--- config.mk ---
export PLATFORM = sky130hd
export DESIGN_NAME = vgp_graphics_ctrl
export DESIGN_NICKNAME = d
export VERILOG_FILES = /design/src/hw/vgp_pkg.sv /design/src/hw/vgp_serializer.sv /design/src/hw/vgp_graphics_ctrl.sv
export SDC_FILE = /design/constraint.sdc
export NUM_CORES = 1
export LEC_CHECK = 0
export BUFFER_PORTS_ARGS = -buffer_cell sky130_fd_sc_hd__buf_4
export CAP_MARGIN = 5
export CORE_AREA = 2 2 184 186
export CTS_CLUSTER_SIZE = 10
export DETAILED_ROUTE_END_ITERATION = 12
export DIE_AREA = 0 0 186 188
export PLACE_DENSITY = 0.7
export SYNTH_ARGS = -nofsm -noshare
export SYNTH_HDL_FRONTEND = slang
export SYNTH_SLANG_ARGS = --single-unit
--- constraint.sdc ---
create_clock -name sys_clk_in -period 3.4 [get_ports sys_clk_in]
set_input_delay 0.34 -clock sys_clk_in [delete_from_list [all_inputs] [get_ports sys_clk_in]]
set_output_delay 0.34 -clock sys_clk_in [all_outputs]
set_load 0.1 [all_outputs]
--- src/hw/vgp_pkg.sv ---
package vgp_pkg;

  // Graphics controller register indices on the indexed data port.
  localparam logic [3:0] VGP_IDX_SET_RESET_VALUE = 4'h0;
  localparam logic [3:0] VGP_IDX_SET_RESET_ENABLE = 4'h1;
  localparam logic [3:0] VGP_IDX_COLOR_COMPARE = 4'h2;
  localparam logic [3:0] VGP_IDX_ROTATE_AND_FUNCTION = 4'h3;
  localparam logic [3:0] VGP_IDX_READ_PLANE_SELECT = 4'h4;
  localparam logic [3:0] VGP_IDX_GRAPHICS_MODE_CONTROL = 4'h5;
  localparam logic [3:0] VGP_IDX_COMPARE_PLANE_INCLUDE = 4'h7;
  localparam logic [3:0] VGP_IDX_WRITE_BIT_MASK = 4'h8;

  // Port select values: index port and data port.
  localparam logic VGP_PORT_INDEX = 1'b0;
  localparam logic VGP_PORT_DATA = 1'b1;

  // Field positions of the graphics mode control register.
  localparam int VGP_MODE_SHIFT_HI = 6;
  localparam int VGP_MODE_SHIFT_LO = 5;
  localparam int VGP_MODE_ODD_EVEN = 4;
  localparam int VGP_MODE_READ = 3;
  localparam int VGP_MODE_WRITE_HI = 1;
  localparam int VGP_MODE_WRITE_LO = 0;
  localparam logic [7:0] VGP_MODE_RW_MASK = 8'h7B;

  // Field positions of the rotate and function register.
  localparam int VGP_FUNC_HI = 4;
  localparam int VGP_FUNC_LO = 3;
  localparam int VGP_ROT_HI = 2;
  localparam int VGP_ROT_LO = 0;

  // Reset values.
  localparam logic [7:0] VGP_RESET_REG = 8'h00;
  localparam logic [7:0] VGP_RESET_BIT_MASK = 8'hFF;

  // Serializer transfers per loaded plane byte set.
  localparam int VGP_XFERS_PER_LOAD = 8;

  typedef enum logic [1:0] {
    VGP_FN_PASS,
    VGP_FN_AND,
    VGP_FN_OR,
    VGP_FN_XOR
  } vgp_func_t;

  typedef struct packed {
    logic [7:0] p3;
    logic [7:0] p2;
    logic [7:0] p1;
    logic [7:0] p0;
  } vgp_planes_t;

  typedef struct packed {
    logic req;
    logic wr;
    logic [15:0] addr;
    logic [7:0] data;
  } vgp_cpu_mem_t;

  typedef struct packed {
    logic rd;
    logic wr;
    logic [15:0] addr;
    logic [3:0] plane_en;
    vgp_planes_t wdata;
  } vgp_fb_req_t;

endpackage

--- src/hw/vgp_serializer.sv ---
`timescale 1ns/1ps

module vgp_serializer #(
  parameter int XFERS = vgp_pkg::VGP_XFERS_PER_LOAD
) (
  // Clock and reset.
  input wire logic sys_clk_in,
  input wire logic resetn_in,
  // Shift format and pixel timing.
  input wire logic [1:0] shift_fmt_in,
  input wire logic pix_en_in,
  // Plane bytes from the display fetch.
  input wire vgp_pkg::vgp_planes_t planes_in,
  output logic load_out,
  // Serial pixel nibble to the palette.
  output logic [3:0] pix_out,
  output logic pix_valid_out
);
  import vgp_pkg::*;

  vgp_planes_t hold_r;
  logic [2:0] xfer_r;
  logic [3:0] pix_r;
  logic valid_r;
  logic [3:0] pix_nxt;
  logic [2:0] xfer_use;
  vgp_planes_t src;

  // A new plane set is taken on the first transfer of every group of eight.
  assign load_out = pix_en_in && (xfer_r == 3'h0);
  assign src = load_out ? planes_in : hold_r;
  assign xfer_use = xfer_r;

  always_comb begin
    pix_nxt = 4'h0;
    case (shift_fmt_in)
      2'b00: begin
        pix_nxt = {src.p3[3'd7 - xfer_use], src.p2[3'd7 - xfer_use],
                   src.p1[3'd7 - xfer_use], src.p0[3'd7 - xfer_use]};
      end
      2'b01: begin
        if (!xfer_use[2]) begin
          pix_nxt = {src.p2[3'd7 - {xfer_use[1:0], 1'b0}],
                     src.p2[3'd6 - {xfer_use[1:0], 1'b0}],
                     src.p0[3'd7 - {xfer_use[1:0], 1'b0}],
                     src.p0[3'd6 - {xfer_use[1:0], 1'b0}]};
        end else begin
          pix_nxt = {src.p3[3'd7 - {xfer_use[1:0], 1'b0}],
                     src.p3[3'd6 - {xfer_use[1:0], 1'b0}],
                     src.p1[3'd7 - {xfer_use[1:0], 1'b0}],
                     src.p1[3'd6 - {xfer_use[1:0], 1'b0}]};
        end
      end
      default: begin
        case (xfer_use[2:1])
          2'd0: pix_nxt = xfer_use[0] ? src.p0[3:0] : src.p0[7:4];
          2'd1: pix_nxt = xfer_use[0] ? src.p1[3:0] : src.p1[7:4];
          2'd2: pix_nxt = xfer_use[0] ? src.p2[3:0] : src.p2[7:4];
          default: pix_nxt = xfer_use[0] ? src.p3[3:0] : src.p3[7:4];
        endcase
      end
    endcase
  end

  always_ff @(posedge sys_clk_in) begin
    if (!resetn_in) begin
      hold_r <= '0;
      xfer_r <= 3'h0;
      pix_r <= 4'h0;
      valid_r <= 1'b0;
    end else begin
      valid_r <= pix_en_in;
      if (pix_en_in) begin
        pix_r <= pix_nxt;
        xfer_r <= (xfer_r == 3'(XFERS - 1)) ? 3'h0 : 3'(xfer_r + 3'h1);
        if (load_out) begin
          hold_r <= planes_in;
        end
      end
    end
  end

  assign pix_out = pix_r;
  assign pix_valid_out = valid_r;

endmodule

--- src/hw/vgp_graphics_ctrl.sv ---
`timescale 1ns/1ps

// Overview of operation
// - Mode register: shift format 6-5, odd/even 4, read mode 3, write mode 1-0.
// - Format 00: eight transfers, output n carries plane n bit 7 down to 0.
// - Format 01: planes 0/2 bit pairs first four transfers, planes 1/3 last four.
// - Format 1x: upper then lower nibble of planes 0,1,2,3 in turn.
// - Odd/even off: sequential addressing, planes chosen by plane write mask.
// - Odd/even on: address bit 0 picks planes 0/2 or 1/3.
// - Read mode 0 returns byte of plane given by read plane select, with address bit 0 as its low bit when odd/even is on.
// - Read mode 1 returns per-bit colour compare over included planes.
// - Write mode 0: rotated byte, or replicated set/reset bit where enabled.
// - Write mode 1: every plane written from its read latch.
// - Read latches hold unmodified plane bytes of the latest frame-buffer read.
// - Write mode 2: low four CPU bits form colour, mask selects colour bits.
// - Write mode 2: masked-off bit positions come from the read latches.
// - Write mode 3: rotated data ANDed with mask gates set/reset colour.
// - CPU write data is rotated right by the rotate count in write modes 0 and 3; write mode 2 uses it unrotated.
// - Logic function with latch: pass, AND, OR or XOR.
// - Bit mask applies to CPU writes in write modes 0, 2 and 3, not mode 1; zero bits take latch values.
module vgp_graphics_ctrl (
  // Clock and reset.
  input wire logic sys_clk_in,
  input wire logic resetn_in,
  // Indexed register I/O from the host.
  input wire logic io_wr_in,
  input wire logic io_rd_in,
  input wire logic io_port_in,
  input wire logic [7:0] io_wdata_in,
  output logic [7:0] io_rdata_out,
  // Plane write mask from the sequencer.
  input wire logic [3:0] plane_write_mask_in,
  // Host frame-buffer access.
  input wire vgp_pkg::vgp_cpu_mem_t cpu_in,
  output logic cpu_ack_out,
  output logic [7:0] cpu_rdata_out,
  // Frame-buffer planes.
  output vgp_pkg::vgp_fb_req_t fb_out,
  input wire logic fb_ack_in,
  input wire vgp_pkg::vgp_planes_t fb_rdata_in,
  // Display fetch and serial pixels to the palette.
  input wire logic pix_en_in,
  input wire vgp_pkg::vgp_planes_t disp_planes_in,
  output logic disp_load_out,
  output logic [3:0] pix_out,
  output logic pix_valid_out
);
  import vgp_pkg::*;

  typedef enum logic [1:0] {
    VGP_ST_IDLE,
    VGP_ST_WAIT,
    VGP_ST_DONE
  } vgp_state_t;

  logic [3:0] index_r;
  logic [3:0] set_reset_value_r;
  logic [3:0] set_reset_enable_r;
  logic [3:0] color_compare_r;
  logic [7:0] rotate_and_function_r;
  logic [1:0] read_plane_select_r;
  logic [7:0] graphics_mode_control_r;
  logic [3:0] compare_plane_include_r;
  logic [7:0] write_bit_mask_r;
  vgp_planes_t latch_r;
  vgp_state_t state_r;
  vgp_state_t state_nxt;
  vgp_fb_req_t fb_r;
  logic ack_r;
  logic [7:0] cpu_rdata_r;
  logic [7:0] io_rdata_r;

  // Decoded mode fields.
  wire logic [1:0] shift_fmt = graphics_mode_control_r[VGP_MODE_SHIFT_HI:VGP_MODE_SHIFT_LO];
  wire logic odd_even = graphics_mode_control_r[VGP_MODE_ODD_EVEN];
  wire logic read_mode = graphics_mode_control_r[VGP_MODE_READ];
  wire logic [1:0] write_mode = graphics_mode_control_r[VGP_MODE_WRITE_HI:VGP_MODE_WRITE_LO];
  wire logic [2:0] rot_cnt = rotate_and_function_r[VGP_ROT_HI:VGP_ROT_LO];
  wire vgp_func_t func_sel = vgp_func_t'(rotate_and_function_r[VGP_FUNC_HI:VGP_FUNC_LO]);

  wire logic data_wr = io_wr_in && (io_port_in == VGP_PORT_DATA);
  wire logic index_wr = io_wr_in && (io_port_in == VGP_PORT_INDEX);

  // The low byte of the doubled word shifted right is the rotated byte.
  function automatic logic [7:0] rotr(input logic [7:0] d, input logic [2:0] n);
    logic [15:0] dd;
    dd = {d, d} >> n;
    return dd[7:0];
  endfunction

  function automatic logic [7:0] alu(input vgp_func_t f, input logic [7:0] d,
                                     input logic [7:0] l);
    case (f)
      VGP_FN_AND: alu = d & l;
      VGP_FN_OR: alu = d | l;
      VGP_FN_XOR: alu = d ^ l;
      default: alu = d;
    endcase
  endfunction

  // Picks one plane byte out of a set of four.
  function automatic logic [7:0] plane_of(input vgp_planes_t p, input logic [1:0] n);
    case (n)
      2'd0: plane_of = p.p0;
      2'd1: plane_of = p.p1;
      2'd2: plane_of = p.p2;
      default: plane_of = p.p3;
    endcase
  endfunction

  // Plane selection for a host access. Odd/even writes stay inside the mask.
  wire logic [3:0] plane_sel = odd_even ?
                               (cpu_in.addr[0] ? 4'hA : 4'h5) & plane_write_mask_in :
                               plane_write_mask_in;
  // In odd/even the read plane pair follows the address bit 0 kept in the request.
  wire logic [1:0] read_plane = odd_even ?
                                {read_plane_select_r[1], fb_r.addr[0]} :
                                read_plane_select_r;

  // Write data path, built per plane. It uses the latches as they stand when the
  // request is taken, so a write right after a read combines with that read's data.
  wire logic [7:0] rot_data = rotr(cpu_in.data, rot_cnt);
  wire logic [7:0] m3_mask = rot_data & write_bit_mask_r;
  logic [7:0] wr_plane [4];
  logic [7:0] latch_plane [4];
  assign latch_plane[0] = plane_of(latch_r, 2'd0);
  assign latch_plane[1] = plane_of(latch_r, 2'd1);
  assign latch_plane[2] = plane_of(latch_r, 2'd2);
  assign latch_plane[3] = plane_of(latch_r, 2'd3);

  genvar gp;
  generate
    for (gp = 0; gp < 4; gp++) begin : g_plane
      wire logic [7:0] sr_byte = {8{set_reset_value_r[gp]}};
      wire logic [7:0] m0_src = set_reset_enable_r[gp] ? sr_byte : rot_data;
      wire logic [7:0] m0_fn = alu(func_sel, m0_src, latch_plane[gp]);
      wire logic [7:0] m2_fn = alu(func_sel, {8{cpu_in.data[gp]}}, latch_plane[gp]);
      wire logic [7:0] m3_fn = alu(func_sel, sr_byte, latch_plane[gp]);
      always_comb begin
        case (write_mode)
          2'd0: begin
            wr_plane[gp] = (m0_fn & write_bit_mask_r) |
                           (latch_plane[gp] & ~write_bit_mask_r);
          end
          2'd1: begin
            wr_plane[gp] = latch_plane[gp];
          end
          2'd2: begin
            wr_plane[gp] = (m2_fn & write_bit_mask_r) |
                           (latch_plane[gp] & ~write_bit_mask_r);
          end
          default: begin
            wr_plane[gp] = (m3_fn & m3_mask) | (latch_plane[gp] & ~m3_mask);
          end
        endcase
      end
    end
  endgenerate

  // Colour compare on the data returned by the planes.
  wire logic [7:0] cmp_result =
    ~(({8{compare_plane_include_r[0]}} & (fb_rdata_in.p0 ^ {8{color_compare_r[0]}})) |
      ({8{compare_plane_include_r[1]}} & (fb_rdata_in.p1 ^ {8{color_compare_r[1]}})) |
      ({8{compare_plane_include_r[2]}} & (fb_rdata_in.p2 ^ {8{color_compare_r[2]}})) |
      ({8{compare_plane_include_r[3]}} & (fb_rdata_in.p3 ^ {8{color_compare_r[3]}})));
  wire logic [7:0] sel_byte = plane_of(fb_rdata_in, read_plane);
  wire logic [7:0] read_result = read_mode ? cmp_result : sel_byte;

  // Access sequencer: one frame-buffer cycle per host request. A request still high
  // in the idle state after its acknowledge starts a new access.
  wire logic req_take = (state_r == VGP_ST_IDLE) && cpu_in.req;
  wire logic fb_done = (state_r == VGP_ST_WAIT) && fb_ack_in;
  always_comb begin
    state_nxt = state_r;
    case (state_r)
      VGP_ST_IDLE: if (cpu_in.req) state_nxt = VGP_ST_WAIT;
      VGP_ST_WAIT: if (fb_ack_in) state_nxt = VGP_ST_DONE;
      VGP_ST_DONE: state_nxt = VGP_ST_IDLE;
      default: state_nxt = VGP_ST_IDLE;
    endcase
  end

  always_ff @(posedge sys_clk_in) begin
    if (!resetn_in) begin
      state_r <= VGP_ST_IDLE;
      ack_r <= 1'b0;
    end else begin
      state_r <= state_nxt;
      ack_r <= fb_done;
    end
  end

  // The request keeps the full host address and stands until the planes answer.
  always_ff @(posedge sys_clk_in) begin
    if (!resetn_in) begin
      fb_r <= '0;
    end else if (req_take) begin
      fb_r.rd <= !cpu_in.wr;
      fb_r.wr <= cpu_in.wr;
      fb_r.addr <= cpu_in.addr;
      fb_r.plane_en <= cpu_in.wr ? plane_sel : 4'hF;
      fb_r.wdata <= {wr_plane[3], wr_plane[2], wr_plane[1], wr_plane[0]};
    end else if (fb_done) begin
      fb_r.rd <= 1'b0;
      fb_r.wr <= 1'b0;
    end
  end

  // Only a completed read refreshes the latches and the host read data.
  always_ff @(posedge sys_clk_in) begin
    if (!resetn_in) begin
      latch_r <= '0;
      cpu_rdata_r <= VGP_RESET_REG;
    end else if (fb_done && fb_r.rd) begin
      latch_r <= fb_rdata_in;
      cpu_rdata_r <= read_result;
    end
  end

  // The plane interface sees the halved address in odd/even mode.
  wire logic [15:0] fb_half_addr = {1'b0, fb_r.addr[15:1]};
  always_comb begin
    fb_out = fb_r;
    if (odd_even) begin
      fb_out.addr = fb_half_addr;
    end
  end
  assign cpu_ack_out = ack_r;
  assign cpu_rdata_out = cpu_rdata_r;

  // The index keeps only the bits that select a register.
  always_ff @(posedge sys_clk_in) begin
    if (!resetn_in) begin
      index_r <= 4'h0;
    end else if (index_wr) begin
      index_r <= io_wdata_in[3:0];
    end
  end

  // Indexed registers reached through the index and data ports.
  always_ff @(posedge sys_clk_in) begin
    if (!resetn_in) begin
      set_reset_value_r <= 4'h0;
      set_reset_enable_r <= 4'h0;
      color_compare_r <= 4'h0;
      rotate_and_function_r <= VGP_RESET_REG;
      read_plane_select_r <= 2'h0;
      graphics_mode_control_r <= VGP_RESET_REG;
      compare_plane_include_r <= 4'h0;
      write_bit_mask_r <= VGP_RESET_BIT_MASK;
    end else if (data_wr) begin
      case (index_r)
        VGP_IDX_SET_RESET_VALUE: set_reset_value_r <= io_wdata_in[3:0];
        VGP_IDX_SET_RESET_ENABLE: set_reset_enable_r <= io_wdata_in[3:0];
        VGP_IDX_COLOR_COMPARE: color_compare_r <= io_wdata_in[3:0];
        VGP_IDX_ROTATE_AND_FUNCTION: rotate_and_function_r <= io_wdata_in & 8'h1F;
        VGP_IDX_READ_PLANE_SELECT: read_plane_select_r <= io_wdata_in[1:0];
        VGP_IDX_GRAPHICS_MODE_CONTROL: begin
          graphics_mode_control_r <= io_wdata_in & VGP_MODE_RW_MASK;
        end
        VGP_IDX_COMPARE_PLANE_INCLUDE: compare_plane_include_r <= io_wdata_in[3:0];
        VGP_IDX_WRITE_BIT_MASK: write_bit_mask_r <= io_wdata_in;
        default: ;
      endcase
    end
  end

  // Reserved bits and unknown indices read as zero.
  wire logic [7:0] data_read =
    (index_r == VGP_IDX_SET_RESET_VALUE) ? {4'h0, set_reset_value_r} :
    (index_r == VGP_IDX_SET_RESET_ENABLE) ? {4'h0, set_reset_enable_r} :
    (index_r == VGP_IDX_COLOR_COMPARE) ? {4'h0, color_compare_r} :
    (index_r == VGP_IDX_ROTATE_AND_FUNCTION) ? rotate_and_function_r :
    (index_r == VGP_IDX_READ_PLANE_SELECT) ? {6'h00, read_plane_select_r} :
    (index_r == VGP_IDX_GRAPHICS_MODE_CONTROL) ? graphics_mode_control_r :
    (index_r == VGP_IDX_COMPARE_PLANE_INCLUDE) ? {4'h0, compare_plane_include_r} :
    (index_r == VGP_IDX_WRITE_BIT_MASK) ? write_bit_mask_r : 8'h00;
  wire logic [7:0] io_read_value = (io_port_in == VGP_PORT_DATA) ? data_read : {4'h0, index_r};

  always_ff @(posedge sys_clk_in) begin
    if (!resetn_in) begin
      io_rdata_r <= 8'h00;
    end else if (io_rd_in) begin
      io_rdata_r <= io_read_value;
    end
  end
  assign io_rdata_out = io_rdata_r;

  // Serial pixel path to the palette.
  vgp_serializer #(
    .XFERS(VGP_XFERS_PER_LOAD)
  ) u_ser (
    .sys_clk_in(sys_clk_in),
    .resetn_in(resetn_in),
    .shift_fmt_in(shift_fmt),
    .pix_en_in(pix_en_in),
    .planes_in(disp_planes_in),
    .load_out(disp_load_out),
    .pix_out(pix_out),
    .pix_valid_out(pix_valid_out)
  );

endmodule

Word level (Yosys, flattened, before mapping)
Cells that the tools add are included.
Word-level totals
  register bits: 186
  bits of input ports: 109
  output and inout bits: 77
  word-level logic and storage cells: 244
Operators by class
  add/sub/neg operators: 4
  $lt $le $gt $ge: 3
  equal/unequal tests: 21
  shift operators: 1
  muxes and demuxes: 74
  bitwise logic cells: 85
  reductions and logical operators: 24
Operator list (count)
  $pmux W8 S3: 17
  $and A8 B8 Y8: 37
  $or A8 B8 Y8: 27
  $xor A8 B8 Y8: 16
  $mux W8: 14
  $bmux W1 S3: 12
  $mux W32: 1
  $mux W4: 8
  $not A8 Y8: 3
  $reduce_and A2 Y1: 9
  $mux W16: 1
  $shr A16 B3 Y8: 1
  $mux W1: 13
  $eq A2 B1 Y1 const B: 6
  $eq A4 B3 Y1 const B: 3
  $lt A3 B4 Y1 const B: 3
  $pmux W4 S3: 1
  $eq A2 B2 Y1 const B: 5
  $logic_not A2 Y1: 5
  $sub A3 B3 Y3 const A: 3
  $eq A4 B2 Y1 const B: 2
  $mux W2: 4
  $pmux W4 S2: 1
  $logic_and A1 B1 Y1: 6
  other kinds (13): 14

Longest topological paths before layout
  depth in word-level cells: 10
  depth in mapped cells: 13
  depth with buffers taken out: 11

By module
A second synthesis with hierarchy kept.
Second synthesis, totals
  cells, all modules: 2066
  area, all modules: 16801.1 um^2
By module, submodules not included
  vgp_graphics_ctrl: instances 1, cells each 1739, area an instance 14015.9 um^2, sequential area each 2922.8 um^2
  vgp_serializer: instances 1, cells each 327, area an instance 2785.2 um^2, sequential area each 800.8 um^2

Least setup slack after synthesis
Ideal clock, no wire load.
  path kind: register to output
  start: register u_ser.xfer_r[1]
  end: output disp_load_out
  data arrival time: 2.841 ns
  required time: 3.060 ns
  slack: 0.219 ns
  cell stages (with the launch flop): 10
  path buffers: 5
  cell sequence: dfxtp_1 > clkbuf_1 > inv_1 > clkbuf_1 > ha_1 > nand3b_1 > inv_2 > buf_4 > buf_2 > buf_1
Between the ends
  word-level cells in the longest chain between the ends: 2
Ends and longest elaborated chain
  start: declaration: line vgp_serializer.sv:22  | logic [2:0] xfer_r;
  start signal: assignment: line vgp_serializer.sv:75  | xfer_r <= (xfer_r == 3'(XFERS - 1)) ? 3'h0 : 3'(xfer_r + 3'h1);
  $logic_not A3 Y1: line vgp_serializer.sv:30  | assign load_out = pix_en_in && (xfer_r == 3'h0);
  $logic_and A1 B1 Y1: line vgp_serializer.sv:30
  end: declaration: line vgp_graphics_ctrl.sv:44  | output logic disp_load_out,
Every way passes these cells.

Worst setup path in the final report
  start: register rotate_and_function_r[2]
  end: register fb_r, in the netlist fb_out[19]
Between the ends
  word-level cells in the longest chain between the ends: 7
  elaborated cells on any way between the ends: 14
  classes of those cells: 1 x shift; 3 x mux; 10 x bitwise
Ends and longest elaborated chain
  start: declaration: line vgp_graphics_ctrl.sv:60  | logic [7:0] rotate_and_function_r;
  start signal: assignment: line vgp_graphics_ctrl.sv:256  | VGP_IDX_ROTATE_AND_FUNCTION: rotate_and_function_r <= io_wdata_in & 8'h1F;
  $shr A16 B3 Y8 (*): line vgp_graphics_ctrl.sv:87  | dd = {d, d} >> n;
  $mux W8: line vgp_graphics_ctrl.sv:135  | wire logic [7:0] m0_src = set_reset_enable_r[gp] ? sr_byte : rot_data;
  $xor A8 B8 Y8, or another cell as far along: line vgp_graphics_ctrl.sv:96  | VGP_FN_XOR: alu = d ^ l;
  $pmux W8 S3: line vgp_graphics_ctrl.sv:93  | case (f)
  $and A8 B8 Y8: line vgp_graphics_ctrl.sv:142  | wr_plane[gp] = (m0_fn & write_bit_mask_r) |
  $or A8 B8 Y8: line vgp_graphics_ctrl.sv:142
  $pmux W8 S3 (*): line vgp_graphics_ctrl.sv:140  | case (write_mode)
  end: declaration: line vgp_graphics_ctrl.sv:68  | vgp_fb_req_t fb_r;
Every way passes the cells marked *; elsewhere a longest branch is shown, timed or not.
A chain may end at the register's enable or synchronous reset.

==> flow_summary.toml <==
[outcome]
status = "completed"

[timing]
finalHoldViolCount = 0
tns_ps = 0
fin_crit_ps = 3090
period_share_pct = 90.8
slew_violations = 0
slew_headroom_pct = 22.3
skew_ps = 16.6
setup_violations = 0
worst_slew_pin_slew_ps = 1160
max_freq_mhz = 324
rsz0062_at_grt = "no"

[synth]
synth.avg_cell_area_um2 = 8.17
ys_seq_area_share_pct = 22.9
synthFlopType = "dfxtp_1"
synth_fp_nets = 2298
synth_compound_area_share_pct = 23.4
synth-edff-count = 0
synth_warnings = 0
synthCells = 1994
syn-cell-area_um2 = 16300
async_reset_ff_share_pct = 0
synth-seq-cells = 186
synth_simple_gate_area_share_pct = 14.1
synthAdderAreaFrac_pct = 15.0
synthMuxAreaShare_pct = 14.9
synth_top_family_by_area = "compound AO/OA/AOI/OAI gates"
synthXorXnorAreaFrac_pct = 1.72
yosysUniqueCellTypes = 68

[cts]
post-cts-setup-buffers = 0
cts_hold_buf = 0
clk_path_buf_depth = 2
path_clk_slew_ps = 90
cts_tree = "built"
h-tree-depth = 4
cts_root_buf = "clkbuf_16"
cts.sinks = 186
cts_buffers = 17
cts_resized = 0
clk-insertion-delay-late_ps = 460

[power_and_ir_drop]
power.density_nw_per_um2 = 335
leakage_nw = 7.26
power_mw = 6.14
vdd_drop_max_uv = 401

[floorplan]
die_y_um = 188
die_area_um2 = 35000
coreArea_um2 = 33100
ioPinCount = 186
fp-row-count = 67
start_util_pct = 49.2
die_width_um = 186

[route]
drc = 0
drt_iter0_markers = 1883
wl_mm = 56.4
drtPass1Iterations = 5
vias_per_cell = 6.40
drtAntennaViolNets = 0
vias = 16100
wl_per_cell_um = 22.5

[global_route]
grt_pass1_wl_mm = 86.5
overflow = 0
antenna_found_initial = 1
grt_pass1_vias = 15300
grt_max_degree = 105
grt_usage_pct = 31.7

[placement]
place_area_um2 = 17700
place_congestion = 0.952
hpwl_mm = 39.8
port_buffers = 185

[critical_path]
critPathRequiredTime_ps = 3750
crit_type = "flip-flop to flip-flop"
startpoint_type = "flip-flop"
startpoint = "rotate_and_function_r[2]"
crit_arrival_ps = 3430
crit_end = "fb_out[19]"
worst_setup_path_end_kind = "flip-flop"
reg2reg_to = "fb_out[19]"
r2r_cells = 9
worst-path-max-fanout = 10
rr_startpoint = "rotate_and_function_r[2]"
r2r_slack_ps = 310

[final_layout]
final_common_cell = "nand2_1"
antenna_cells = 0
layout.nets = 2352
finalInstanceArea_um2 = 18300
syn_to_final_growth_pct = 12.6
drive_gt1_share_pct = 18.8
mostFrequentLayoutCells = "253 x nand2_1, 237 x buf_4, 195 x ha_1"

[min_path]
hold_class = "input pin to flip-flop"

[job]
cap_violations = 0
worst min path at each step:
| stage | start | to | slack [ps] | depth (start not counted) |
|---|---|---|---|---|
| after floorplan | state_r[1] | state_r[0] | 420 | 1 |
| after global placement | state_r[1] | state_r[0] | 440 | 1 |
| after detailed placement | state_r[1] | state_r[0] | 440 | 1 |
| after CTS | fb_ack_in | state_r[0] | 60 | 2 |
| after global routing | fb_ack_in | state_r[0] | 70 | 2 |
| final | fb_ack_in | state_r[0] | 80 | 2 |
cells in the mapped netlist, types with 11 or more instances:
master | n | area [µm²]
and3_1 | 16 | 100
ha_1 | 195 | 2440
buf_1 | 27 | 101
nand2b_1 | 26 | 163
and2_1 | 11 | 68.8
nor2b_1 | 17 | 106
clkbuf_1 | 108 | 405
dfxtp_1 | 186 | 3720
mux4_2 | 27 | 608
buf_4 | 39 | 293
xor2_1 | 32 | 280
o21ai_0 | 117 | 586
a41oi_1 | 16 | 140
a21oi_1 | 172 | 861
a211oi_1 | 44 | 330
mux2_2 | 58 | 653
a31oi_1 | 18 | 113
a32oi_1 | 22 | 193
mux2i_1 | 106 | 1060
a22oi_1 | 56 | 420
a311oi_1 | 17 | 149
o211ai_1 | 35 | 263
o2111ai_1 | 24 | 210
nand2_1 | 253 | 950
nand3_1 | 35 | 175
nor2_1 | 108 | 405
inv_1 | 81 | 304
buf_2 | 23 | 115
state kept, by name, indices dropped and copies added (netlist names), 2 cells and up:
signal                   flops
color_compare_r              4
u_ser.hold_r                32
cpu_rdata_out                8
compare_plane_include_r      4
set_reset_enable_r           4
rotate_and_function_r        5
read_plane_select_r          2
fb_out                      38
set_reset_value_r            4
graphics_mode_control_r      6
write_bit_mask_r             8
index_r                      4
latch_plane                 32
state_r                      2
fb_half_addr                15
u_ser.pix_out                4
io_rdata_out                 8
u_ser.xfer_r                 3
where the power goes:
group	total, mW	internal, mW	switching [mW]	leakage (nW)
clock	2.17	1.02	1.14	0.305
sequential	2.39	2.28	0.106	1.52
combinational	1.59	0.501	1.09	5.43
total	6.14	3.81	2.34	7.26
layer usage:
layer / routed length, µm / vias to the layer above / GRT usage (%)
met2: 25900 / 835 / 49.5
met3: 5160 / 191 / 7.07
met4: 2810 / 0 / 16.7
met5: 0 / - / 0
li1: - / 7319 / -
met1: 22600 / 7724 / 40.7
critical path, cell delays in order (launching register included):
cell and delay [ps]:
dfxtp_1 580, mux4_2 580, mux2_2 380, o21ai_0 250, ha_1 280, mux2_2 260
a221oi_1 250, o211ai_1 130, a31oi_1 160, o21ai_0 100
cells by family (layout without fill, tap and decap cells):
| logic type | count (synthesis) | in the layout |
|---|---|---|
| AO/OA/AOI/OAI | 583 | 583 |
| AND/OR/NAND/NOR | 512 | 512 |
| buffers and inverters | 288 | 355 |
| multiplexers | 198 | 198 |
| adder cells (fa/ha/maj) | 195 | 195 |
| flip-flops | 186 | 186 |
| XOR/XNOR | 32 | 32 |
area by class of cell:
class / count / area [µm²]
fill: 3064 / 14800
multi-input combinational: 1520 / 11300
sequential: 186 / 3730
timing repair buffer: 240 / 1840
tap: 448 / 561
clock buffer: 17 / 425
inverter: 83 / 314
clock inverter: 15 / 211
per-stage QoR:
stage                     util, %  worst slack [ps]  hold slack (ps)  instances
after floorplan                 -               219              415       1994
after global placement       53.5               397              437       2477
after detailed placement     53.5               347              442       2477
after CTS                    55.4               331             64.2       2509
after global routing         55.4               119             72.0       2509
final                        55.4               314             80.5       2509
(Power assumes the default switching activity.)
